File: src/core/ais_pkg.sv
package ais_pkg;

   // ***************************************************
   // register map (word addresses of the serial protocol)
   // ***************************************************
   localparam logic [15:0] ADDR_IN1_RANGE  = 16'h0410;
   localparam logic [15:0] ADDR_IN1_GAIN   = 16'h0411;
   localparam logic [15:0] ADDR_IN1_BIAS   = 16'h0412;
   localparam logic [15:0] ADDR_IN3_RANGE  = 16'h0413;
   localparam logic [15:0] ADDR_IN3_FUNC   = 16'h0414;
   localparam logic [15:0] ADDR_IN3_GAIN   = 16'h0415;
   localparam logic [15:0] ADDR_IN3_BIAS   = 16'h0416;
   localparam logic [15:0] ADDR_IN2_RANGE  = 16'h0417;

   // ***************************************************
   // limits and values after reset, gains and biases in 0.1 percent units
   // ***************************************************
   localparam logic [15:0] RANGE13_MAX     = 16'h0001;
   localparam logic [15:0] RANGE2_MAX      = 16'h0002;
   localparam logic [15:0] FUNC_MAX        = 16'h001f;
   localparam logic [15:0] GAIN_MAX        = 16'h2710;   // 1000.0 percent
   localparam logic [15:0] BIAS_MAX        = 16'h03e8;   // +100.0 percent
   localparam logic [15:0] BIAS_MIN        = 16'hfc18;   // -100.0 percent
   localparam logic [15:0] RST_RANGE13     = 16'h0000;
   localparam logic [15:0] RST_RANGE2      = 16'h0002;
   localparam logic [15:0] RST_FUNC        = 16'h0002;
   localparam logic [15:0] RST_GAIN        = 16'h03e8;   // 100.0 percent
   localparam logic [15:0] RST_BIAS        = 16'h0000;

   // ***************************************************
   // converter sample layout and scaling
   // ***************************************************
   localparam int          MAG_W           = 11;
   localparam int          FS_SHIFT        = 11;         // 2048 counts stand for 10 V
   localparam int          SCALE_LAT       = 1;          // cycles from sample to level

   typedef struct packed {
      logic             neg;                             // polarity, used when bipolar
      logic [10:0]      mag;
   } ais_sample_t;

   typedef struct packed {
      logic             wr;
      logic             rd;
      logic [15:0]      addr;
      logic [15:0]      wdata;
   } ais_req_t;

   typedef struct packed {
      logic             ack;
      logic             err;
      logic [15:0]      rdata;
   } ais_rsp_t;

endpackage

File: src/core/ais_scale.sv
module ais_scale (
   input  wire logic               clk,
   input  wire logic               rst_n,
   input  wire logic               bipolar,
   input  wire logic [15:0]        gain,
   input  wire logic [15:0]        bias,
   input  wire ais_pkg::ais_sample_t sample,
   output logic signed [15:0]      level
);
   import ais_pkg::*;

   logic        [26:0] prod;
   logic        [15:0] span;
   logic signed [16:0] sum;
   logic signed [15:0] level_d;

   // ***************************************************
   // bias plus gain times fraction of full scale
   // ***************************************************
   // truncating shift keeps the slope exact at the cost of a tiny low-end bias
   always_comb begin
      prod    = 27'(gain) * 27'(sample.mag);
      span    = prod[26:FS_SHIFT];
      if (bipolar && sample.neg) begin
         sum = 17'($signed(bias)) - 17'($signed({1'b0, span}));
      end else begin
         sum = 17'($signed(bias)) + 17'($signed({1'b0, span}));
      end
      level_d = sum[15:0];                               // limits keep |sum| under 11100
   end

   // registered level
   always_ff @(posedge clk or negedge rst_n) begin
      if (!rst_n) begin
         level <= 16'sh0000;
      end else begin
         level <= level_d;
      end
   end
endmodule

File: src/core/ais_top.sv
module ais_top (
   input  wire logic                 ref_clk,
   input  wire logic                 nrst,
   input  wire logic                 drive_running,
   input  wire ais_pkg::ais_req_t    reg_req,
   output ais_pkg::ais_rsp_t         reg_rsp,
   input  wire ais_pkg::ais_sample_t first_analog_input,
   input  wire ais_pkg::ais_sample_t third_analog_input,
   output logic signed [15:0]        input1_level,
   output logic signed [15:0]        input3_level,
   output logic [4:0]                input3_function,
   output logic [1:0]                input2_signal_type
);
   import ais_pkg::*;

   // ***************************************************
   // reset release
   // ***************************************************
   logic [1:0] rst_sync_q;
   logic       rst_n;

   // release through two stages so the rest sees a clean edge
   always_ff @(posedge ref_clk or negedge nrst) begin
      if (!nrst) begin
         rst_sync_q <= 2'b00;
      end else begin
         rst_sync_q <= {rst_sync_q[0], 1'b1};
      end
   end
   assign rst_n = rst_sync_q[1];

   // ***************************************************
   // parameter registers
   // ***************************************************
   logic        in1_range_q;
   logic [15:0] in1_gain_q;
   logic [15:0] in1_bias_q;
   logic        in3_range_q;
   logic [4:0]  in3_func_q;
   logic [15:0] in3_gain_q;
   logic [15:0] in3_bias_q;
   logic [1:0]  in2_range_q;

   logic        wr_legal;
   logic        wr_refused;
   logic        rd_hit;
   logic [15:0] rd_val;
   logic        gain_ok;
   logic        bias_ok;

   // value checks for the incoming write data
   assign gain_ok = reg_req.wdata <= GAIN_MAX;
   assign bias_ok = $signed(reg_req.wdata) >= $signed(BIAS_MIN)
                 && $signed(reg_req.wdata) <= $signed(BIAS_MAX);

   // decide whether a write may land; static settings lock while running
   always_comb begin
      wr_legal = 1'b0;
      case (reg_req.addr)
         ADDR_IN1_RANGE,
         ADDR_IN3_RANGE: wr_legal = !drive_running && reg_req.wdata <= RANGE13_MAX;
         ADDR_IN3_FUNC:  wr_legal = !drive_running && reg_req.wdata <= FUNC_MAX;
         ADDR_IN2_RANGE: wr_legal = !drive_running && reg_req.wdata <= RANGE2_MAX;
         ADDR_IN1_GAIN,
         ADDR_IN3_GAIN:  wr_legal = gain_ok;
         ADDR_IN1_BIAS,
         ADDR_IN3_BIAS:  wr_legal = bias_ok;
         default:        wr_legal = 1'b0;
      endcase
   end
   assign wr_refused = reg_req.wr && !wr_legal;

   // range selects, input1 and input3 reset to unipolar, input2 to code 2
   always_ff @(posedge ref_clk or negedge rst_n) begin
      if (!rst_n) begin
         in1_range_q <= RST_RANGE13[0];
         in3_range_q <= RST_RANGE13[0];
         in2_range_q <= RST_RANGE2[1:0];
      end else if (reg_req.wr && wr_legal) begin
         if (reg_req.addr == ADDR_IN1_RANGE) begin
            in1_range_q <= reg_req.wdata[0];
         end
         if (reg_req.addr == ADDR_IN3_RANGE) begin
            in3_range_q <= reg_req.wdata[0];
         end
         if (reg_req.addr == ADDR_IN2_RANGE) begin
            in2_range_q <= reg_req.wdata[1:0];
         end
      end
   end

   // function code of input3
   always_ff @(posedge ref_clk or negedge rst_n) begin
      if (!rst_n) begin
         in3_func_q <= RST_FUNC[4:0];
      end else if (reg_req.wr && wr_legal && reg_req.addr == ADDR_IN3_FUNC) begin
         in3_func_q <= reg_req.wdata[4:0];
      end
   end

   // gains and biases, accepted at any time
   always_ff @(posedge ref_clk or negedge rst_n) begin
      if (!rst_n) begin
         in1_gain_q <= RST_GAIN;
         in1_bias_q <= RST_BIAS;
         in3_gain_q <= RST_GAIN;
         in3_bias_q <= RST_BIAS;
      end else if (reg_req.wr && wr_legal) begin
         case (reg_req.addr)
            ADDR_IN1_GAIN: in1_gain_q <= reg_req.wdata;
            ADDR_IN1_BIAS: in1_bias_q <= reg_req.wdata;
            ADDR_IN3_GAIN: in3_gain_q <= reg_req.wdata;
            ADDR_IN3_BIAS: in3_bias_q <= reg_req.wdata;
            default: ;
         endcase
      end
   end

   // ***************************************************
   // read path and answer
   // ***************************************************
   // read mux, narrow fields zero-extended
   always_comb begin
      rd_hit = 1'b1;
      rd_val = 16'h0000;
      case (reg_req.addr)
         ADDR_IN1_RANGE: rd_val = {15'h0000, in1_range_q};
         ADDR_IN1_GAIN:  rd_val = in1_gain_q;
         ADDR_IN1_BIAS:  rd_val = in1_bias_q;
         ADDR_IN3_RANGE: rd_val = {15'h0000, in3_range_q};
         ADDR_IN3_FUNC:  rd_val = {11'h000, in3_func_q};
         ADDR_IN3_GAIN:  rd_val = in3_gain_q;
         ADDR_IN3_BIAS:  rd_val = in3_bias_q;
         ADDR_IN2_RANGE: rd_val = {14'h0000, in2_range_q};
         default:        rd_hit = 1'b0;
      endcase
   end

   // one answer per request, one cycle later; write wins if both strobes set
   always_ff @(posedge ref_clk or negedge rst_n) begin
      if (!rst_n) begin
         reg_rsp <= '0;
      end else begin
         reg_rsp.ack   <= reg_req.wr || reg_req.rd;
         reg_rsp.err   <= reg_req.wr ? wr_refused : (reg_req.rd && !rd_hit);
         reg_rsp.rdata <= (reg_req.rd && !reg_req.wr && rd_hit) ? rd_val : 16'h0000;
      end
   end

   // ***************************************************
   // scaling channels
   // ***************************************************
   ais_scale u_scale1 (
      .clk     (ref_clk),
      .rst_n   (rst_n),
      .bipolar (in1_range_q),
      .gain    (in1_gain_q),
      .bias    (in1_bias_q),
      .sample  (first_analog_input),
      .level   (input1_level)
   );

   ais_scale u_scale3 (
      .clk     (ref_clk),
      .rst_n   (rst_n),
      .bipolar (in3_range_q),
      .gain    (in3_gain_q),
      .bias    (in3_bias_q),
      .sample  (third_analog_input),
      .level   (input3_level)
   );

   assign input3_function    = in3_func_q;
   assign input2_signal_type = in2_range_q;
endmodule

File: config.mk
export PLATFORM = sky130hd
export DESIGN_NAME = ais_top
export DESIGN_NICKNAME = d
export VERILOG_FILES = /design/src/core/ais_pkg.sv /design/src/core/ais_scale.sv /design/src/core/ais_top.sv
export SDC_FILE = /design/constraint.sdc
export NUM_CORES = 1
export LEC_CHECK = 0
export BUFFER_PORTS_ARGS = -buffer_cell sky130_fd_sc_hd__buf_2
export CAP_MARGIN = 25
export CORE_UTILIZATION = 64
export CTS_CLUSTER_SIZE = 8
export DETAILED_ROUTE_END_ITERATION = 8
export PLACE_DENSITY = 0.9
export SYNTH_ARGS = -nofsm -noshare
export SYNTH_HDL_FRONTEND = slang
export SYNTH_SLANG_ARGS = --single-unit
File: constraint.sdc
create_clock -name ref_clk -period 4.7 [get_ports ref_clk]
set_input_delay 0.47 -clock ref_clk [delete_from_list [all_inputs] [get_ports ref_clk]]
set_output_delay 0.47 -clock ref_clk [all_outputs]
set_load 0.02 [all_outputs]
==> flow_summary.json, run 1 <==
{
  "rows": 60,
  "fp.dieW_um": 168,
  "cts_max_level": 4,
  "fp.dieH_um": 168,
  "post-synth-top-area-cell": "fa_1",
  "synthDistinctLibCells": 69,
  "failing_step": "global routing",
  "ctsLongestPathBuffers": 2,
  "netlist_area_um2": 17600,
  "yosys.area.top_type_share_pct": 28.5,
  "cts_root_buffer": "clkbuf_16",
  "syn_nets": 2354,
  "firstError": "[ERROR GRT-0232] Routing congestion too high. Check the congestion heatmap in the GUI.",
  "numCtsBuffers": 17,
  "port_buffers": 117,
  "dp.cells": 2550,
  "synthCells": 1887,
  "start_util_pct": 65.1,
  "synth-edff-count": 0,
  "boundaryPins": 118,
  "track_usage_pct": 89.4,
  "synth_most_common_cell": "inv_1",
  "worst-ep-kind": "sequential cell input",
  "synth.area.top_cells": "fa_1 29%, dfrtp_1 16%, ha_1 11%, inv_1 6.6%, nand2_1 5.8%",
  "ys_warn_count": 0,
  "async_flop_share_pct": 100,
  "grt_max_degree": 87,
  "synthTopCellsByCount": "307 x inv_1, 271 x nand2_1, 250 x fa_1",
  "avgSynthCellArea_um2": 9.30,
  "cts.sinks": 125,
  "synthFlopType": "dfrtp_1",
  "globalRouteOverflowTotal": 571,
  "dp_hpwl_um": 41100,
  "ys_ff_latch": 125,
  "place_congestion": 0.927,
  "ys_seq_area_share_pct": 17.9,
  "outcome": "aborted with a tool error",
  "grt-worst-endpoint": "u_scale1.level[15]$_DFF_PN0_/D"
}
-- per-layer routing --
metal	track usage (%)	GRT overflow
met2	103	360
met1	86.4	9
met5	50.4	1
met4	96.1	187
met3	77.7	14
-- per-stage QoR --
step	worst slack [ps]	area [um^2]
after CTS	-2690	23000
after detailed placement	-2780	20800
after global placement	-2560	20800
after floorplan	-2290	18100
-- what timing repair did --
action,4_1_cts
pin swaps,153
hold buffers,1
endpoints found under the setup margin,32
gates resized for setup,212
hold endpoints to repair,2
buffers inserted,74
-- cells by family after synthesis --
group	Yosys count	share of synthesized area (%)
and+or+nand+nor	576	15.9
xor gates and xnor gates	82	4.17
AOI/OAI and AO/OA	227	9.09
buffers and inverters	395	8.50
adders and majority gates	406	39.6
DFF	125	17.9
other	1	0.0214
muxes	75	4.77
==> inputs of run 2 (changes only) <==
--- a/config.mk
+++ b/config.mk
@@ -7,10 +7,9 @@
 export LEC_CHECK = 0
 export BUFFER_PORTS_ARGS = -buffer_cell sky130_fd_sc_hd__buf_2
 export CAP_MARGIN = 25
-export CORE_UTILIZATION = 64
-export CTS_CLUSTER_SIZE = 8
+export CORE_UTILIZATION = 40
 export DETAILED_ROUTE_END_ITERATION = 8
-export PLACE_DENSITY = 0.9
+export PLACE_DENSITY_LB_ADDON = 0.15
 export SYNTH_ARGS = -nofsm -noshare
 export SYNTH_HDL_FRONTEND = slang
 export SYNTH_SLANG_ARGS = --single-unit
==> flow_summary.json, run 2 <==
{
  "outcome": "finished with violations",
  "violations": "setup timing",
  "ctsLongestPathBuffers": 2,
  "drt-total-wl_um": 50700,
  "wl_per_cell_um": 17.4,
  "fin_area_um2": 23700,
  "drc": 0,
  "fin_cells": 2916,
  "regMostFlops": "reg_rsp",
  "tightestPinTransition_ps": 943,
  "grt_antenna_before_repair": 1,
  "cts_tree": "done",
  "globalRouteOverflowTotal": 0,
  "firstDrtPassIters": 7,
  "crit_slowest_cell": "dfstp_2",
  "synth-edff-count": 0,
  "drive_gt1_share_pct": 35.9,
  "synth_most_common_cell": "inv_1",
  "async_flop_share_pct": 100,
  "post-route-util_pct": 54.9,
  "fp.dieW_um": 211,
  "numCtsBuffers": 17,
  "timing.slew.headroom_pct": 36.8,
  "fmaxAchievable_mhz": 136,
  "grt_pass1_wl_um": 83000,
  "synthCells": 1887,
  "clkTransAtPathRegs_ps": 60,
  "syn_nets": 2354,
  "start_util_pct": 40.7,
  "crit_family": "adder cells",
  "grt_pass1_vias": 15600,
  "yosys.area.top_type_share_pct": 28.5,
  "clock-skew-final_ps": 10.8,
  "power_density_nw_per_um2": 110,
  "setup_viol": 32,
  "vdd_drop_max_mv": 0.280,
  "synthFlopType": "dfrtp_1",
  "nets": 2783,
  "cts.sinks": 125,
  "final_common_cell": "buf_4",
  "startpoint_type": "register",
  "ys_seq_area_share_pct": 17.9,
  "power_leakage_nw": 12.1,
  "fp.dieH_um": 211,
  "crit_path_end_kind": "register",
  "critPathMostFrequentCell": "fa_1",
  "arrival_ps": 7670,
  "dp.cells": 2805,
  "grt_max_degree": 49,
  "hp-class": "in -> reg",
  "critPathKind": "reg -> reg",
  "cts_max_level": 4,
  "ys_warn_count": 0,
  "worst_ep_required_time_ps": 5000,
  "post-synth-top-area-cell": "fa_1",
  "fillers": 3929,
  "slowest_delay_ps": 570,
  "boundaryPins": 118,
  "cts_root_buffer": "clkbuf_16",
  "dp_hpwl_um": 40500,
  "die-area_um2": 44700,
  "finalWorstSetupSlack_ps": -2680,
  "p_total_mw": 2.61,
  "synth.area.top_cells": "fa_1 29%, dfrtp_1 16%, ha_1 11%, inv_1 6.6%, nand2_1 5.8%",
  "hold_viol_final": 0,
  "clock_latency_ps": 420,
  "report.final.slew_viol_count": 0,
  "period_needed_ps": 7380,
  "port_buffers": 117,
  "postPlaceCellArea_um2": 21300,
  "ys_ff_latch": 125,
  "synthDistinctLibCells": 69,
  "crit_buf_inv": 5,
  "rsz0062_at_grt": "yes",
  "whs_ps": 282,
  "vias": 14700,
  "synthTopCellsByCount": "307 x inv_1, 271 x nand2_1, 250 x fa_1",
  "netlist_area_um2": 17600,
  "largest_register_ffs": 18,
  "fin_crit_sh_pct": 157,
  "drtIter0Drc": 803,
  "drtAntennaViolNets": 0,
  "via_per_inst": 5.04,
  "track_usage_pct": 23.7,
  "rrSetupSlack_ps": -2680,
  "design.core.area_um2": 43200,
  "avgSynthCellArea_um2": 9.30,
  "cp_max_fo": 5,
  "rows": 76,
  "final_cell_mix": "325 x buf_4, 285 x inv_1, 248 x nand2_1",
  "place_congestion": 0.892,
  "syn_to_final_growth_pct": 35.1,
  "maxCapViolCount": 0
}
==> run 2: cell counts after synthesis <==
No cell type changed its count.
==> run 2: final timing paths <==
| check | start | endpoint | cells after the start |
|---|---|---|---|
| max in group asynchronous | rst_sync_q[1]$_DFF_PN0_ | in3_gain_q[4]$_DFFE_PN0P_ | 1 |
| setup / recovery | in1_gain_q[5]$_DFFE_PN1P_ | u_scale1.level[15]$_DFF_PN0_ | 27 |
| setup reg to reg | in1_gain_q[5]$_DFFE_PN1P_ | u_scale1.level[15]$_DFF_PN0_ | 27 |
| min in group asynchronous | rst_sync_q[1]$_DFF_PN0_ | in1_range_q$_DFFE_PN0P_ | 0 |
| hold reg to reg | rst_sync_q[1]$_DFF_PN0_ | in1_range_q$_DFFE_PN0P_ | 0 |
| hold / removal | reg_req[32] | reg_rsp[17]$_DFF_PN0_ | 2 |
==> run 2: stage by stage <==
step           setup slack (ps)  TNS (ps)
2_1_floorplan             -2290    -43370
3_5_place_dp              -2780    -64040
4_1_cts                   -2590    -56760
5_1_grt                   -2940    -66040
3_3_place_gp              -2720    -62360
6_report                  -2680    -58550
==> run 2: area by class of cell <==
cell class                      instances  area [um^2]  share of cell area [%]
Multi-Input combinational cell       1367        14200                    59.9
Timing Repair Buffer                  498         3840                    16.2
Sequential cell                       125         3160                    13.3
Inverter                              307         1150                    4.87
Tap cell                              585          732                    3.09
Clock buffer                           17          425                    1.79
Clock inverter                         15          186                   0.786
Antenna cell                            2         5.00                  0.0211
==> run 2: cell families after synthesis <==
logic type	synth area share, %
simple gates	15.9
buf+inv	8.50
fa+ha+maj	39.6
compound gates	9.09
mux	4.77
xor+xnor	4.17
flops	17.9
other cells	0.0214
==> run 2: repair_timing <==
action,in CTS,in global routing
gates resized for setup,143,98
endpoints found under the setup margin,32,32
pin swaps,103,71
endpoints found under the hold margin,2,0
cloned,0,1
hold buffers,1,0
setup buffers,62,24
==> run 2: routing by layer <==
metal / track usage, % / share of wire (%) / routed length (um) / up-vias
met1: 32.7 / 45 / 22700 / 7449
met4: 6.12 / 2.3 / 1160 / 0
met3: 2.15 / 3.7 / 1880 / 44
li1: - / - / - / 6915
met5: 0 / 0 / 0 / -
met2: 40.0 / 49 / 24900 / 296
==> run 2: worst reg2reg max path, delay by kind of cell, from the launching register on <==
kind / cells / cell delay [ps]
AOI/OAI and AO/OA: 7 / 1610
xor gates and xnor gates: 3 / 460
adders and majority gates: 7 / 3020
buffers and inverters: 5 / 530
DFF: 1 / 570
and+or+nand+nor: 5 / 1060
==> run 2: report_power, final <==
part / switching, mW / total [mW] / internal, mW
clock network: 0.524 / 1.37 / 0.844
registers: 0.00827 / 1.09 / 1.08
logic: 0.106 / 0.159 / 0.0521
(Power assumes the default switching activity.)
